`config.mk`:
```
export PLATFORM = sky130hd
export DESIGN_NAME = instr_exec_add_branch_call
export DESIGN_NICKNAME = d
export VERILOG_FILES = /design/src/common/exec_pkg.sv /design/src/rtl/add_flags.sv /design/src/rtl/instr_exec_add_branch_call.sv
export SDC_FILE = /design/constraint.sdc
export NUM_CORES = 1
export LEC_CHECK = 0
export ABC_AREA = 0
export ABC_CLOCK_PERIOD_IN_PS = 4000
export BUFFER_PORTS_ARGS = -buffer_cell sky130_fd_sc_hd__buf_2
export CAP_MARGIN = 0
export CORE_MARGIN = 5
export CORE_UTILIZATION = 56
export DETAILED_ROUTE_END_ITERATION = 6
export PLACE_DENSITY = 0.79
export REMOVE_ABC_BUFFERS = 1
export SLEW_MARGIN = 40
export SYNTH_ARGS = -nofsm -noshare
export SYNTH_HDL_FRONTEND = slang
export SYNTH_SLANG_ARGS = --single-unit
```
`constraint.sdc`:
```
create_clock -name clk -period 4 [get_ports clk]
set_input_delay 0 -clock clk [delete_from_list [all_inputs] [get_ports clk]]
set_output_delay 0 -clock clk [all_outputs]
set_load 0.05 [all_outputs]
```
`src/common/exec_pkg.sv`:
```
package exec_pkg;

  // Phases of one instruction cycle.
  localparam logic [1:0] PH_DECODE  = 2'h0;
  localparam logic [1:0] PH_READ    = 2'h1;
  localparam logic [1:0] PH_PROCESS = 2'h2;
  localparam logic [1:0] PH_WRITE   = 2'h3;

  // Opcode patterns on the upper bits of the instruction word.
  localparam logic [7:0] OP_ADD_LITERAL = 8'h0f;
  localparam logic [5:0] OP_ADD_REGISTER = 6'h09;
  localparam logic [3:0] OP_BIT_INVERT  = 4'h7;
  localparam logic [7:0] OP_BRANCH_WRAP = 8'he4;
  localparam logic [7:0] OP_BRANCH_ZERO = 8'he0;
  localparam logic [6:0] OP_CALL_FIRST  = 7'h76;
  localparam logic [3:0] OP_CALL_SECOND = 4'hf;

  // Flag positions in the flags register.
  localparam int FLAG_C  = 0;
  localparam int FLAG_DC = 1;
  localparam int FLAG_Z  = 2;
  localparam int FLAG_OV = 3;
  localparam int FLAG_N  = 4;

  // Reset values and counter steps.
  localparam logic [7:0]  ACC_RESET   = 8'h00;
  localparam logic [7:0]  FLAGS_RESET = 8'h00;
  localparam logic [20:0] PC_RESET    = 21'h000000;
  localparam logic [20:0] PC_STEP     = 21'h000002;
  localparam logic [20:0] CALL_RETURN_STEP = 21'h000004;

  // Data-side request toward the register file.
  typedef struct packed {
    logic       rd;
    logic       wr;
    logic [11:0] addr;
    logic [7:0] wdata;
  } data_req_t;

  // Result of the adder.
  typedef struct packed {
    logic [7:0] sum;
    logic [7:0] flags;
  } add_res_t;

endpackage

```
`src/rtl/add_flags.sv`:
```
`timescale 1ns/10ps
// Eight-bit adder that also forms the arithmetic flags.
module add_flags
  import exec_pkg::*;
(
  input  wire logic [7:0] a,        // First operand.
  input  wire logic [7:0] b,        // Second operand.
  input  wire logic [7:0] flags_in, // Current flags; upper bits kept.
  output add_res_t        res       // Sum and new flags.
);

  logic [8:0] full;
  logic [4:0] low;

  // The half carry comes from the low nibble sum alone.
  always_comb begin
    full = {1'b0, a} + {1'b0, b};
    low  = {1'b0, a[3:0]} + {1'b0, b[3:0]};
    res.sum = full[7:0];
    res.flags = flags_in;
    res.flags[FLAG_C]  = full[8];
    res.flags[FLAG_DC] = low[4];
    res.flags[FLAG_Z]  = (full[7:0] == 8'h00);
    res.flags[FLAG_OV] = (a[7] == b[7]) && (full[7] != a[7]);
    res.flags[FLAG_N]  = full[7];
  end

endmodule

```
`src/rtl/instr_exec_add_branch_call.sv`:
```
`timescale 1ns/10ps
// What this block does
// - The add-literal opcode adds the low-byte literal to the accumulator, keeps the sum there and sets N, OV, C, DC, Z.
// - The add-register opcode adds the accumulator to the file register and stores in the accumulator when d is 0.
// - With the destination bit at 1 the result goes back into the addressed file register.
// - Bank-select bit 0 addresses the fixed access bank, bit 1 uses the bank selector register.
// - The bit-invert opcode flips one bit of a data location in one cycle and leaves flags alone.
// - The branch on signed wrap is taken only when the signed-wrap flag is 1, flags unchanged.
// - The branch on zero is taken only when the zero flag is 1, flags unchanged.
// - A taken branch loads the incremented counter plus twice the signed offset, offset -128 to 127.
// - A branch takes one cycle when not taken and two when taken, the second a no-operation.
// - The call pushes the counter plus 4 onto the return stack before loading the target.
// - With the fast bit at 1 the call copies accumulator, flags and bank selector into shadows, else shadows stay.
// - The call is two words carrying a 20-bit target that is loaded into counter bits 20:1.
// - The call takes two cycles, the second a no-operation; the second word is read in the write phase of the first.
module instr_exec_add_branch_call
  import exec_pkg::*;
(
  input  wire logic        clk,           // Core clock.
  input  wire logic        rst,           // Synchronous reset, active high.
  input  wire logic [15:0] instr,         // Instruction word at the fetch address.
  input  wire logic [7:0]  data_rdata,    // Read data from the register file.
  output logic [20:0]      fetch_addr,    // Program counter, byte address.
  output data_req_t        data_req,      // Register file request.
  output logic             stack_push,    // One-cycle push strobe.
  output logic [20:0]      stack_top,     // Return address being pushed.
  output logic [7:0]       acc,           // Accumulator.
  output logic [7:0]       flags,         // Flags register.
  output logic [3:0]       bank_selector, // Bank selector register.
  output logic [7:0]       shadow_accumulator,   // Shadow of the accumulator.
  output logic [7:0]       shadow_flags,         // Shadow of the flags.
  output logic [3:0]       shadow_bank_selector, // Shadow of the bank selector.
  output logic [1:0]       phase          // Current phase of the cycle.
);

  logic [1:0]  phase_q;
  logic [20:0] pc_q;
  logic [15:0] ir_q;
  logic [7:0]  opnd_q;
  logic [7:0]  acc_q;
  logic [7:0]  flags_q;
  logic        noop_q;
  logic        push_q;
  logic [20:0] push_addr_q;
  logic [7:0]  sacc_q;
  logic [7:0]  sflags_q;
  logic [11:0] addr_q;
  logic [3:0]  bsr_q;
  logic [3:0]  sbsr_q;
  logic        wr_q;
  logic        rd_q;
  logic [7:0]  wdata_q;
  add_res_t    add_res;

  // Bank-qualified data address. The access bank splits on bit 7 into the low and the top half.
  function automatic logic [11:0] data_address(input logic [15:0] w);
    if (w[8]) begin
      return {bsr_q, w[7:0]};
    end
    return {{4{w[7]}}, w[7:0]};
  endfunction

  wire is_addl = (ir_q[15:8] == OP_ADD_LITERAL);
  wire is_addr = (ir_q[15:10] == OP_ADD_REGISTER);
  wire is_btg  = (ir_q[15:12] == OP_BIT_INVERT);
  wire is_bov  = (ir_q[15:8] == OP_BRANCH_WRAP);
  wire is_bz   = (ir_q[15:8] == OP_BRANCH_ZERO);
  wire is_call = (ir_q[15:9] == OP_CALL_FIRST);
  wire taken   = (is_bov && flags_q[FLAG_OV]) || (is_bz && flags_q[FLAG_Z]);
  wire [20:0] branch_target = pc_q + {{12{ir_q[7]}}, ir_q[7:0], 1'b0};

  // Adder operand is the literal or the register read.
  add_flags u_add (
    .a        (acc_q),
    .b        (is_addl ? ir_q[7:0] : opnd_q),
    .flags_in (flags_q),
    .res      (add_res)
  );

  // Four-phase sequencer.
  always_ff @(posedge clk) begin
    if (rst) begin
      phase_q <= PH_DECODE;
    end else begin
      phase_q <= phase_q + 2'h1;
    end
  end

  // Instruction latch and no-operation tracking. A second-cycle slot never decodes.
  always_ff @(posedge clk) begin
    if (rst) begin
      ir_q   <= 16'h0000;
      noop_q <= 1'b0;
    end else if (phase_q == PH_DECODE) begin
      ir_q <= noop_q ? 16'h0000 : instr;
    end else if (phase_q == PH_WRITE) begin
      noop_q <= !noop_q && (taken || is_call);
    end
  end

  // Program counter. The call target is latched from bits 11:0 of the second word and the low byte of the first.
  always_ff @(posedge clk) begin
    if (rst) begin
      pc_q <= PC_RESET;
    end else if (phase_q == PH_DECODE && !noop_q) begin
      pc_q <= pc_q + PC_STEP;
    end else if (phase_q == PH_WRITE && !noop_q && taken) begin
      pc_q <= branch_target;
    end else if (phase_q == PH_WRITE && !noop_q && is_call) begin
      pc_q <= {instr[11:0], ir_q[7:0], 1'b0};
    end
  end

  // Return stack push, in process phase before the counter is reloaded.
  always_ff @(posedge clk) begin
    if (rst) begin
      push_q      <= 1'b0;
      push_addr_q <= PC_RESET;
    end else begin
      push_q <= (phase_q == PH_READ) && !noop_q && is_call;
      if ((phase_q == PH_READ) && !noop_q && is_call) begin
        push_addr_q <= pc_q - PC_STEP + CALL_RETURN_STEP;
      end
    end
  end

  // Shadow save on a fast call only.
  always_ff @(posedge clk) begin
    if (rst) begin
      sacc_q   <= ACC_RESET;
      sflags_q <= FLAGS_RESET;
      sbsr_q   <= 4'h0;
    end else if (phase_q == PH_PROCESS && !noop_q && is_call && ir_q[8]) begin
      sacc_q   <= acc_q;
      sflags_q <= flags_q;
      sbsr_q   <= bsr_q;
    end
  end

  // Operand read strobe and capture. Data arrives one edge after the strobe.
  // The address is latched with the word, so it stands from the read strobe until the
  // write strobe of the next cycle has been taken, and the port comes from a flip-flop.
  always_ff @(posedge clk) begin
    if (rst) begin
      rd_q   <= 1'b0;
      opnd_q <= 8'h00;
      addr_q <= 12'h000;
    end else begin
      if (phase_q == PH_DECODE && !noop_q) begin
        addr_q <= data_address(instr);
      end
      rd_q <= (phase_q == PH_DECODE) && !noop_q && (instr[15:10] == OP_ADD_REGISTER || instr[15:12] == OP_BIT_INVERT);
      if (phase_q == PH_PROCESS) begin
        opnd_q <= data_rdata;
      end
    end
  end

  // Accumulator, flags and register writeback in the write phase.
  always_ff @(posedge clk) begin
    if (rst) begin
      acc_q   <= ACC_RESET;
      flags_q <= FLAGS_RESET;
      wr_q    <= 1'b0;
      wdata_q <= 8'h00;
      bsr_q   <= 4'h0;
    end else begin
      wr_q <= 1'b0;
      if (phase_q == PH_WRITE && !noop_q) begin
        if (is_addl || (is_addr && !ir_q[9])) begin
          acc_q   <= add_res.sum;
          flags_q <= add_res.flags;
        end else if (is_addr) begin
          flags_q <= add_res.flags;
          wr_q    <= 1'b1;
          wdata_q <= add_res.sum;
        end else if (is_btg) begin
          wr_q    <= 1'b1;
          wdata_q <= opnd_q ^ (8'h01 << ir_q[11:9]);
        end
      end
    end
  end

  assign fetch_addr           = pc_q;
  assign data_req.rd          = rd_q;
  assign data_req.wr          = wr_q;
  assign data_req.addr        = addr_q;
  assign data_req.wdata       = wdata_q;
  assign stack_push           = push_q;
  assign stack_top            = push_addr_q;
  assign acc                  = acc_q;
  assign flags                = flags_q;
  assign bank_selector        = bsr_q;
  assign shadow_accumulator   = sacc_q;
  assign shadow_flags         = sflags_q;
  assign shadow_bank_selector = sbsr_q;
  assign phase                = phase_q;

  // Checks.
  property p_phase_step;
    @(posedge clk) disable iff (rst) 1'b1 |=> phase_q == $past(phase_q) + 2'h1;
  endproperty
  a_phase_step: assert property (p_phase_step) else $error("phase did not advance");

  property p_branch_noop;
    @(posedge clk) disable iff (rst) (phase_q == PH_WRITE && !noop_q && taken) |=> noop_q;
  endproperty
  a_branch_noop: assert property (p_branch_noop) else $error("taken branch lacks noop");

  property p_untaken;
    @(posedge clk) disable iff (rst) (phase_q == PH_WRITE && !noop_q && (is_bov || is_bz) && !taken) |=> !noop_q;
  endproperty
  a_untaken: assert property (p_untaken) else $error("untaken branch stalled");

  property p_flags_keep;
    @(posedge clk) disable iff (rst) (phase_q == PH_WRITE && (is_btg || is_bov || is_bz || is_call)) |=> $stable(flags_q);
  endproperty
  a_flags_keep: assert property (p_flags_keep) else $error("flags changed");

  property p_push_addr;
    @(posedge clk) disable iff (rst) push_q |-> push_addr_q == pc_q + PC_STEP;
  endproperty
  a_push_addr: assert property (p_push_addr) else $error("bad return address");

  property p_call_noop;
    @(posedge clk) disable iff (rst) (phase_q == PH_WRITE && !noop_q && is_call) |=> noop_q ##4 !noop_q;
  endproperty
  a_call_noop: assert property (p_call_noop) else $error("call not two cycles");

  property p_shadow_keep;
    @(posedge clk) disable iff (rst) !(phase_q == PH_PROCESS && is_call && ir_q[8] && !noop_q) |=> $stable(sacc_q);
  endproperty
  a_shadow_keep: assert property (p_shadow_keep) else $error("shadow changed");

  property p_acc_dest;
    @(posedge clk) disable iff (rst) (phase_q == PH_WRITE && !noop_q && is_addr && ir_q[9]) |=> wr_q && $stable(acc_q);
  endproperty
  a_acc_dest: assert property (p_acc_dest) else $error("destination wrong");

  c_call:   cover property (@(posedge clk) disable iff (rst) push_q);
  c_branch: cover property (@(posedge clk) disable iff (rst) phase_q == PH_WRITE && taken && !noop_q);
  c_write:  cover property (@(posedge clk) disable iff (rst) wr_q);

endmodule

```
==> results_dict.tcl, run 1 <==
set metrics [dict create \
    dieArea_um2 14300 \
    worstHoldStart "rst" \
    core_area_um2 11900 \
    endpoint_kind "flop" \
    fin_crit_sh_pct 89.0 \
    wl_um 18500 \
    path_cells "nand3_1, nor4_4, mux2_2, ha_1, a211oi_1, nor2_1, o21a_1, o21ai_0, o2bb2ai_1, xor2_1, o41ai_1" \
    die_w_um 119 \
    yosysSeqAreaShare_pct 33.7 \
    die_h_um 119 \
    cts_resized 0 \
    clkTransAtPathRegs_ps 60 \
    synthDistinctLibCells 69 \
    grt_max_degree 67 \
    ys_ff_latch 113 \
    reg2reg_from "ir_q[9]" \
    setup_viol_count_final 0 \
    nets 1016 \
    tightestPinTransition_ps 778 \
    yosys.area_share.simple_pct 21.7 \
    crit_start "ir_q[9]" \
    synthArstFlopShare_pct 0 \
    critical_path_required_ps 4310 \
    route.detailed.drc 0 \
    utilization_pct 68.8 \
    final.setup_skew_ps 7.46 \
    io_pins 133 \
    yosysWarnings 0 \
    cp_top_family "compound AO/OA/AOI/OAI gates" \
    irDropWorstVdd_mv 0.300 \
    ys.flop_type "dfxtp_1" \
    drive_gt1_share_pct 18.6 \
    gp_congestion 0.991 \
    synth-compound-area-share_pct 21.8 \
    cp-start-kind "flop" \
    synthCells 833 \
    track_usage_pct 25.6 \
    synth-xor-area-share_pct 5.87 \
    rows 40 \
    cts_made_buffers 17 \
    num_vias 6461 \
    finalMaxSlewViolations 0 \
    slew_headroom_pct 48.1 \
    first_iter_violations 528 \
    ant_nets 0 \
    max_clock_freq_ghz 0.281 \
    syn_area_per_cell_um2 8.06 \
    powerDensity_nw_per_um2 413 \
    status "finished clean" \
    hpwl_um 13000 \
    grt_pass1_wl_um 29800 \
    path_max_fanout 12 \
    viasPerCell 5.79 \
    hold_path_class "in -> reg" \
    first_pass_iters 5 \
    min_period_ps 3560 \
    start_util_pct 56.6 \
    cts-root-buf "clkbuf_16" \
    fin_setup_tns_ps 0 \
    finalHoldViolations 0 \
    synth_top_family_by_area "compound AO/OA/AOI/OAI gates" \
    grt-ovfl-total 0 \
    port_buffers 116 \
    grt_setup_unrepaired "no" \
    final_common_cell "buf_2" \
    drv_cap 0 \
    wire_per_inst_um 16.6 \
    syn2layout_area_growth_pct 21.6 \
    antenna_cells 0 \
    tritoncts "built" \
    final_cell_mix "buf_2 (115), dfxtp_1 (113), nor2_1 (97), a21oi_1 (93), nand2_1 (92)" \
    first_global_vias 6020 \
    h-tree-depth 4 \
    reg2reg_slack_ps 440 \
    antenna_found_initial 0 \
    power.leakage_nw 3.48 \
    worstSkewPairLatency_ps 420 \
    synth_edf_count 0 \
    nFillCells 967 \
    max_stage_delay_ps 550 \
    crit_buf_inv 0 \
    slowest_stage "dfxtp_1" \
    clockBufferDepth 2 \
    synthMuxAreaShare_pct 3.88 \
    clock_sinks 113 \
    synth_area_um2 6710 \
    crit_arrival_ps 3870 \
    synth-adder-area-share_pct 6.75 \
    crit_type "reg -> reg" \
]
where the power goes:
group | switching, mW | total, mW | internal [mW]
Clock | 0.527 | 1.64 | 1.11
Combinational | 0.335 | 0.504 | 0.168
Sequential | 0.0614 | 1.23 | 1.17
Total | 0.923 | 3.37 | 2.45
area by class of cell:
class                      instances  area (um^2)  share of cell area, %
sequential                       113         2260                   27.7
clock inverter                    12          188                   2.30
clock buffer                      20          447                   5.47
timing repair buffer             151          913                   11.2
multi-input combinational        653         4100                   50.2
tap                              147          184                   2.25
inverter                          19         71.3                  0.874
metrics by stage:
step | power [mW] | std cells | hold slack [ps] | area (um^2) | setup slack (ps)
after floorplan | 1.58 | 785 | 66.7 | 6420 | -305
after global placement | 1.71 | 1056 | 234 | 7260 | 688
after detailed placement | 1.72 | 1056 | 241 | 7260 | 515
after CTS | 3.37 | 1115 | 32.7 | 8160 | 469
after global routing | 3.48 | 1115 | 52.2 | 8160 | 145
final | 3.37 | 1115 | 42.5 | 8160 | 441
path summary, 6_finish.rpt:
path / endpoint / depth (start not counted)
setup reg to reg: wdata_q[7] / 11
setup / recovery: wdata_q[7] / 11
hold reg to reg: shadow_accumulator[0] / 2
hold / removal: opnd_q[5] / 2
sequential cells by signal, summed over array words and instances, names as in the netlist, 5 cells and up:
name and count:
acc 8, addr_q 9, fetch_addr 20, flags 5
ir_q 16, opnd_q 8, shadow_accumulator 8, shadow_flags 5
stack_top 20, wdata_q 8
layer usage:
metal / vias to the layer above / GRT usage [%] / routed length, um
met5: - / 0 / 0
met2: 274 / 41.8 / 8660
li1: 3157 / - / -
met1: 2990 / 33.3 / 7980
met3: 40 / 4.84 / 1340
met4: 0 / 10.5 / 500
cell families after synthesis:
kind of cell	count (synthesis)
xor+xnor	45
buf+inv	82
compound gates	228
fa+ha+maj	35
simple gates	304
mux	25
other cells	1
flops	113
synthesized netlist by cell type (19+ instances only):
| cell type | count | area share (%) |
|---|---|---|
| a211oi_1 | 33 | 3.7 |
| a21oi_1 | 93 | 6.9 |
| buf_4 | 22 | 2.5 |
| clkbuf_1 | 25 | 1.4 |
| dfxtp_1 | 113 | 34 |
| ha_1 | 33 | 6.2 |
| inv_1 | 19 | 1.1 |
| nand2_1 | 92 | 5.1 |
| nor2_1 | 97 | 5.4 |
| o21ai_0 | 38 | 2.8 |
| xnor2_1 | 22 | 2.9 |
| xor2_1 | 23 | 3.0 |
repair_timing:
item,in CTS,in global routing
setup buffers,0,0
endpoints found under the hold margin,43,0
hold buffers,27,0
Note: power is estimated with default switching activity, not from simulation.
==> inputs of run 2 (changes only) <==
--- a/config.mk
+++ b/config.mk
@@ -6,13 +6,13 @@
 export NUM_CORES = 1
 export LEC_CHECK = 0
 export ABC_AREA = 0
-export ABC_CLOCK_PERIOD_IN_PS = 4000
+export ABC_CLOCK_PERIOD_IN_PS = 3140
 export BUFFER_PORTS_ARGS = -buffer_cell sky130_fd_sc_hd__buf_2
 export CAP_MARGIN = 0
 export CORE_MARGIN = 5
-export CORE_UTILIZATION = 56
+export CORE_UTILIZATION = 51
 export DETAILED_ROUTE_END_ITERATION = 6
-export PLACE_DENSITY = 0.79
+export PLACE_DENSITY = 0.76
 export REMOVE_ABC_BUFFERS = 1
 export SLEW_MARGIN = 40
 export SYNTH_ARGS = -nofsm -noshare
==> constraint.sdc (replaced) <==
create_clock -name clk -period 3.14 [get_ports clk]
set_input_delay 0 -clock clk [delete_from_list [all_inputs] [get_ports clk]]
set_output_delay 0 -clock clk [all_outputs]
set_load 0.05 [all_outputs]
==> run 2 against run 1 <==
Effect of this change: the run now ends with negative setup slack left; largest power group unchanged; clock skew grew 2.7 ps; sequential power grew 26%; sequential share of layout area shrank 1.3 points; sequential cell count is the same; critical path type unchanged; non-clock buffer count grew 30; combinational power grew 37%; highest routed layer unchanged.
==> results_dict.tcl, run 2 (same netlist as run 1, synthesis figures left out) <==
set metrics [dict create \
    antenna_found_initial 0 \
    irDropWorstVdd_mv 0.360 \
    clock_sinks 113 \
    cp-start-kind "flop" \
    final_cell_mix "buf_2 (115), dfxtp_1 (112), nor2_1 (96), a21oi_1 (93), nand2_1 (92)" \
    combinationalPowerShare_pct 16.1 \
    tritoncts "built" \
    grt_max_degree 72 \
    endpoint_kind "flop" \
    worstSkewPairLatency_ps 410 \
    syn2layout_area_growth_pct 27.8 \
    drive_gt1_share_pct 23.2 \
    pwr-share-clk_pct 47.7 \
    port_buffers 116 \
    switchingPower_mw 1.18 \
    min_period_ps 3160 \
    violations "negative setup slack" \
    die_h_um 125 \
    p_seq_share_pct 36.1 \
    track_usage_pct 23.8 \
    wl_um 19600 \
    utilization_pct 65.6 \
    p_int_mw 3.10 \
    met3WireLength_um 1550 \
    setup_viol_count_final 1 \
    route.detailed.drc 0 \
    postLayoutCellArea_um2 8580 \
    tightestPinTransition_ps 783 \
    io_pins 133 \
    total_power_mw 4.28 \
    crit_arrival_ps 3500 \
    rows 42 \
    clockBufferDepth 2 \
    hold_path_class "in -> reg" \
    cts-root-buf "clkbuf_16" \
    drv_cap 0 \
    viasPerCell 5.68 \
    final_common_cell "buf_2" \
    clkTransAtPathRegs_ps 50 \
    p_sw_share_pct 27.5 \
    slowest_stage "o31a_1" \
    critical_path_required_ps 3480 \
    status "complete, but fails checks" \
    dieArea_um2 15600 \
    finalHoldViolations 0 \
    cts_made_buffers 17 \
    nets 1046 \
    first_iter_violations 574 \
    r2r_cells 13 \
    dr_wl_met2_um 9070 \
    whs_path_depth 2 \
    max_clock_freq_ghz 0.317 \
    fin_crit_sh_pct 101 \
    start_util_pct 51.3 \
    num_vias 6666 \
    dp_slack_ps -20.7 \
    grt-ovfl-total 0 \
    grt_setup_unrepaired "yes" \
    antenna_cells 0 \
    first_global_vias 5882 \
    wire_per_inst_um 16.7 \
    h-tree-depth 4 \
    power.leakage_nw 3.66 \
    grt_pass1_wl_um 30100 \
    powerDensity_nw_per_um2 499 \
    dr.max_layer_used "met4" \
    wl_met1_um 8280 \
    gp_congestion 0.946 \
    core_area_um2 13100 \
    dpl_cell_area_um2 7480 \
    max_stage_delay_ps 330 \
    die_w_um 125 \
    finalMaxSlewViolations 0 \
    ant_nets 0 \
    crit_type "reg -> reg" \
    reg2reg_slack_ps -20 \
    path_cells "or2_4, nor4_4, buf_4, mux2_4, ha_4, inv_2, fa_2, nor2b_2, o31a_1, nor4_2, nor3_2, nor3_1, a32o_1" \
    path_max_fanout 3 \
    first_pass_iters 6 \
    slew_headroom_pct 47.8 \
    fin_setup_tns_ps -19.2 \
    final.setup_skew_ps 10.2 \
    setup_slack_ps -19.2 \
    hpwl_um 13400 \
]
==> run 2: cell types whose count changed in the layout (fill, tap and decap cells not counted), moves of 3 or more <==
cell,previous run,this run
mux2_2,8,5
ha_4,0,4
buf_4,9,40
ha_1,33,29
mux2_4,0,3
==> run 2: critical path, delay by kind of cell (launching register included) <==
family | cells | cell delay (ps)
AND/OR/NAND/NOR | 6 | 1310
AO/OA/AOI/OAI | 2 | 530
adder cells (fa/ha/maj) | 2 | 400
flip-flops | 1 | 310
multiplexers | 1 | 300
buffers and inverters | 2 | 230
==> run 2: cell type report <==
cell class                 instances  area, um^2
fill                            1060        4500
multi-input combinational        653        4260
sequential                       113        2260
timing repair buffer             181        1140
clock buffer                      21         470
tap                              176         220
clock inverter                    11         159
inverter                          19        71.3
==> run 2: metal layers <==
metal / vias up / track usage, %
li1: 3225 / -
met1: 3057 / 30.7
met2: 323 / 38.0
met3: 61 / 5.23
met4: 0 / 10.8
met5: - / 0
==> run 2: metrics by stage <==
stage / std cells / hold WS (ps)
after CTS: 1168 / 118
after floorplan: 785 / 66.7
after detailed placement: 1110 / 245
after global placement: 1110 / 235
final: 1174 / 114
after global routing: 1174 / 151
==> run 2: path summary, 6_finish.rpt <==
path | from | to
max | ir_q[14] | flags[2]
min | rst | ir_q[9]
max reg2reg | ir_q[14] | flags[2]
min reg2reg | shadow_flags[4] | shadow_flags[4]
==> run 2: power by group through the flow <==
stage | combinational (mW) | sequential (mW) | clock, mW
after CTS | 0.673 | 1.55 | 2.07
after detailed placement | 0.642 | 1.57 | 0
after floorplan | 0.350 | 1.66 | 0
after global routing | 0.744 | 1.55 | 2.14
final | 0.691 | 1.55 | 2.04
after global placement | 0.636 | 1.57 | 0
==> run 2: what timing repair did <==
| action | in CTS | in global routing |
|---|---|---|
| pin swaps | 1 | 14 |
| setup buffers | 0 | 7 |
| setup endpoints to repair | 5 | 7 |
| hold buffers | 26 | 0 |
| gates resized for setup | 1 | 28 |
| hold endpoints to repair | 43 | 0 |
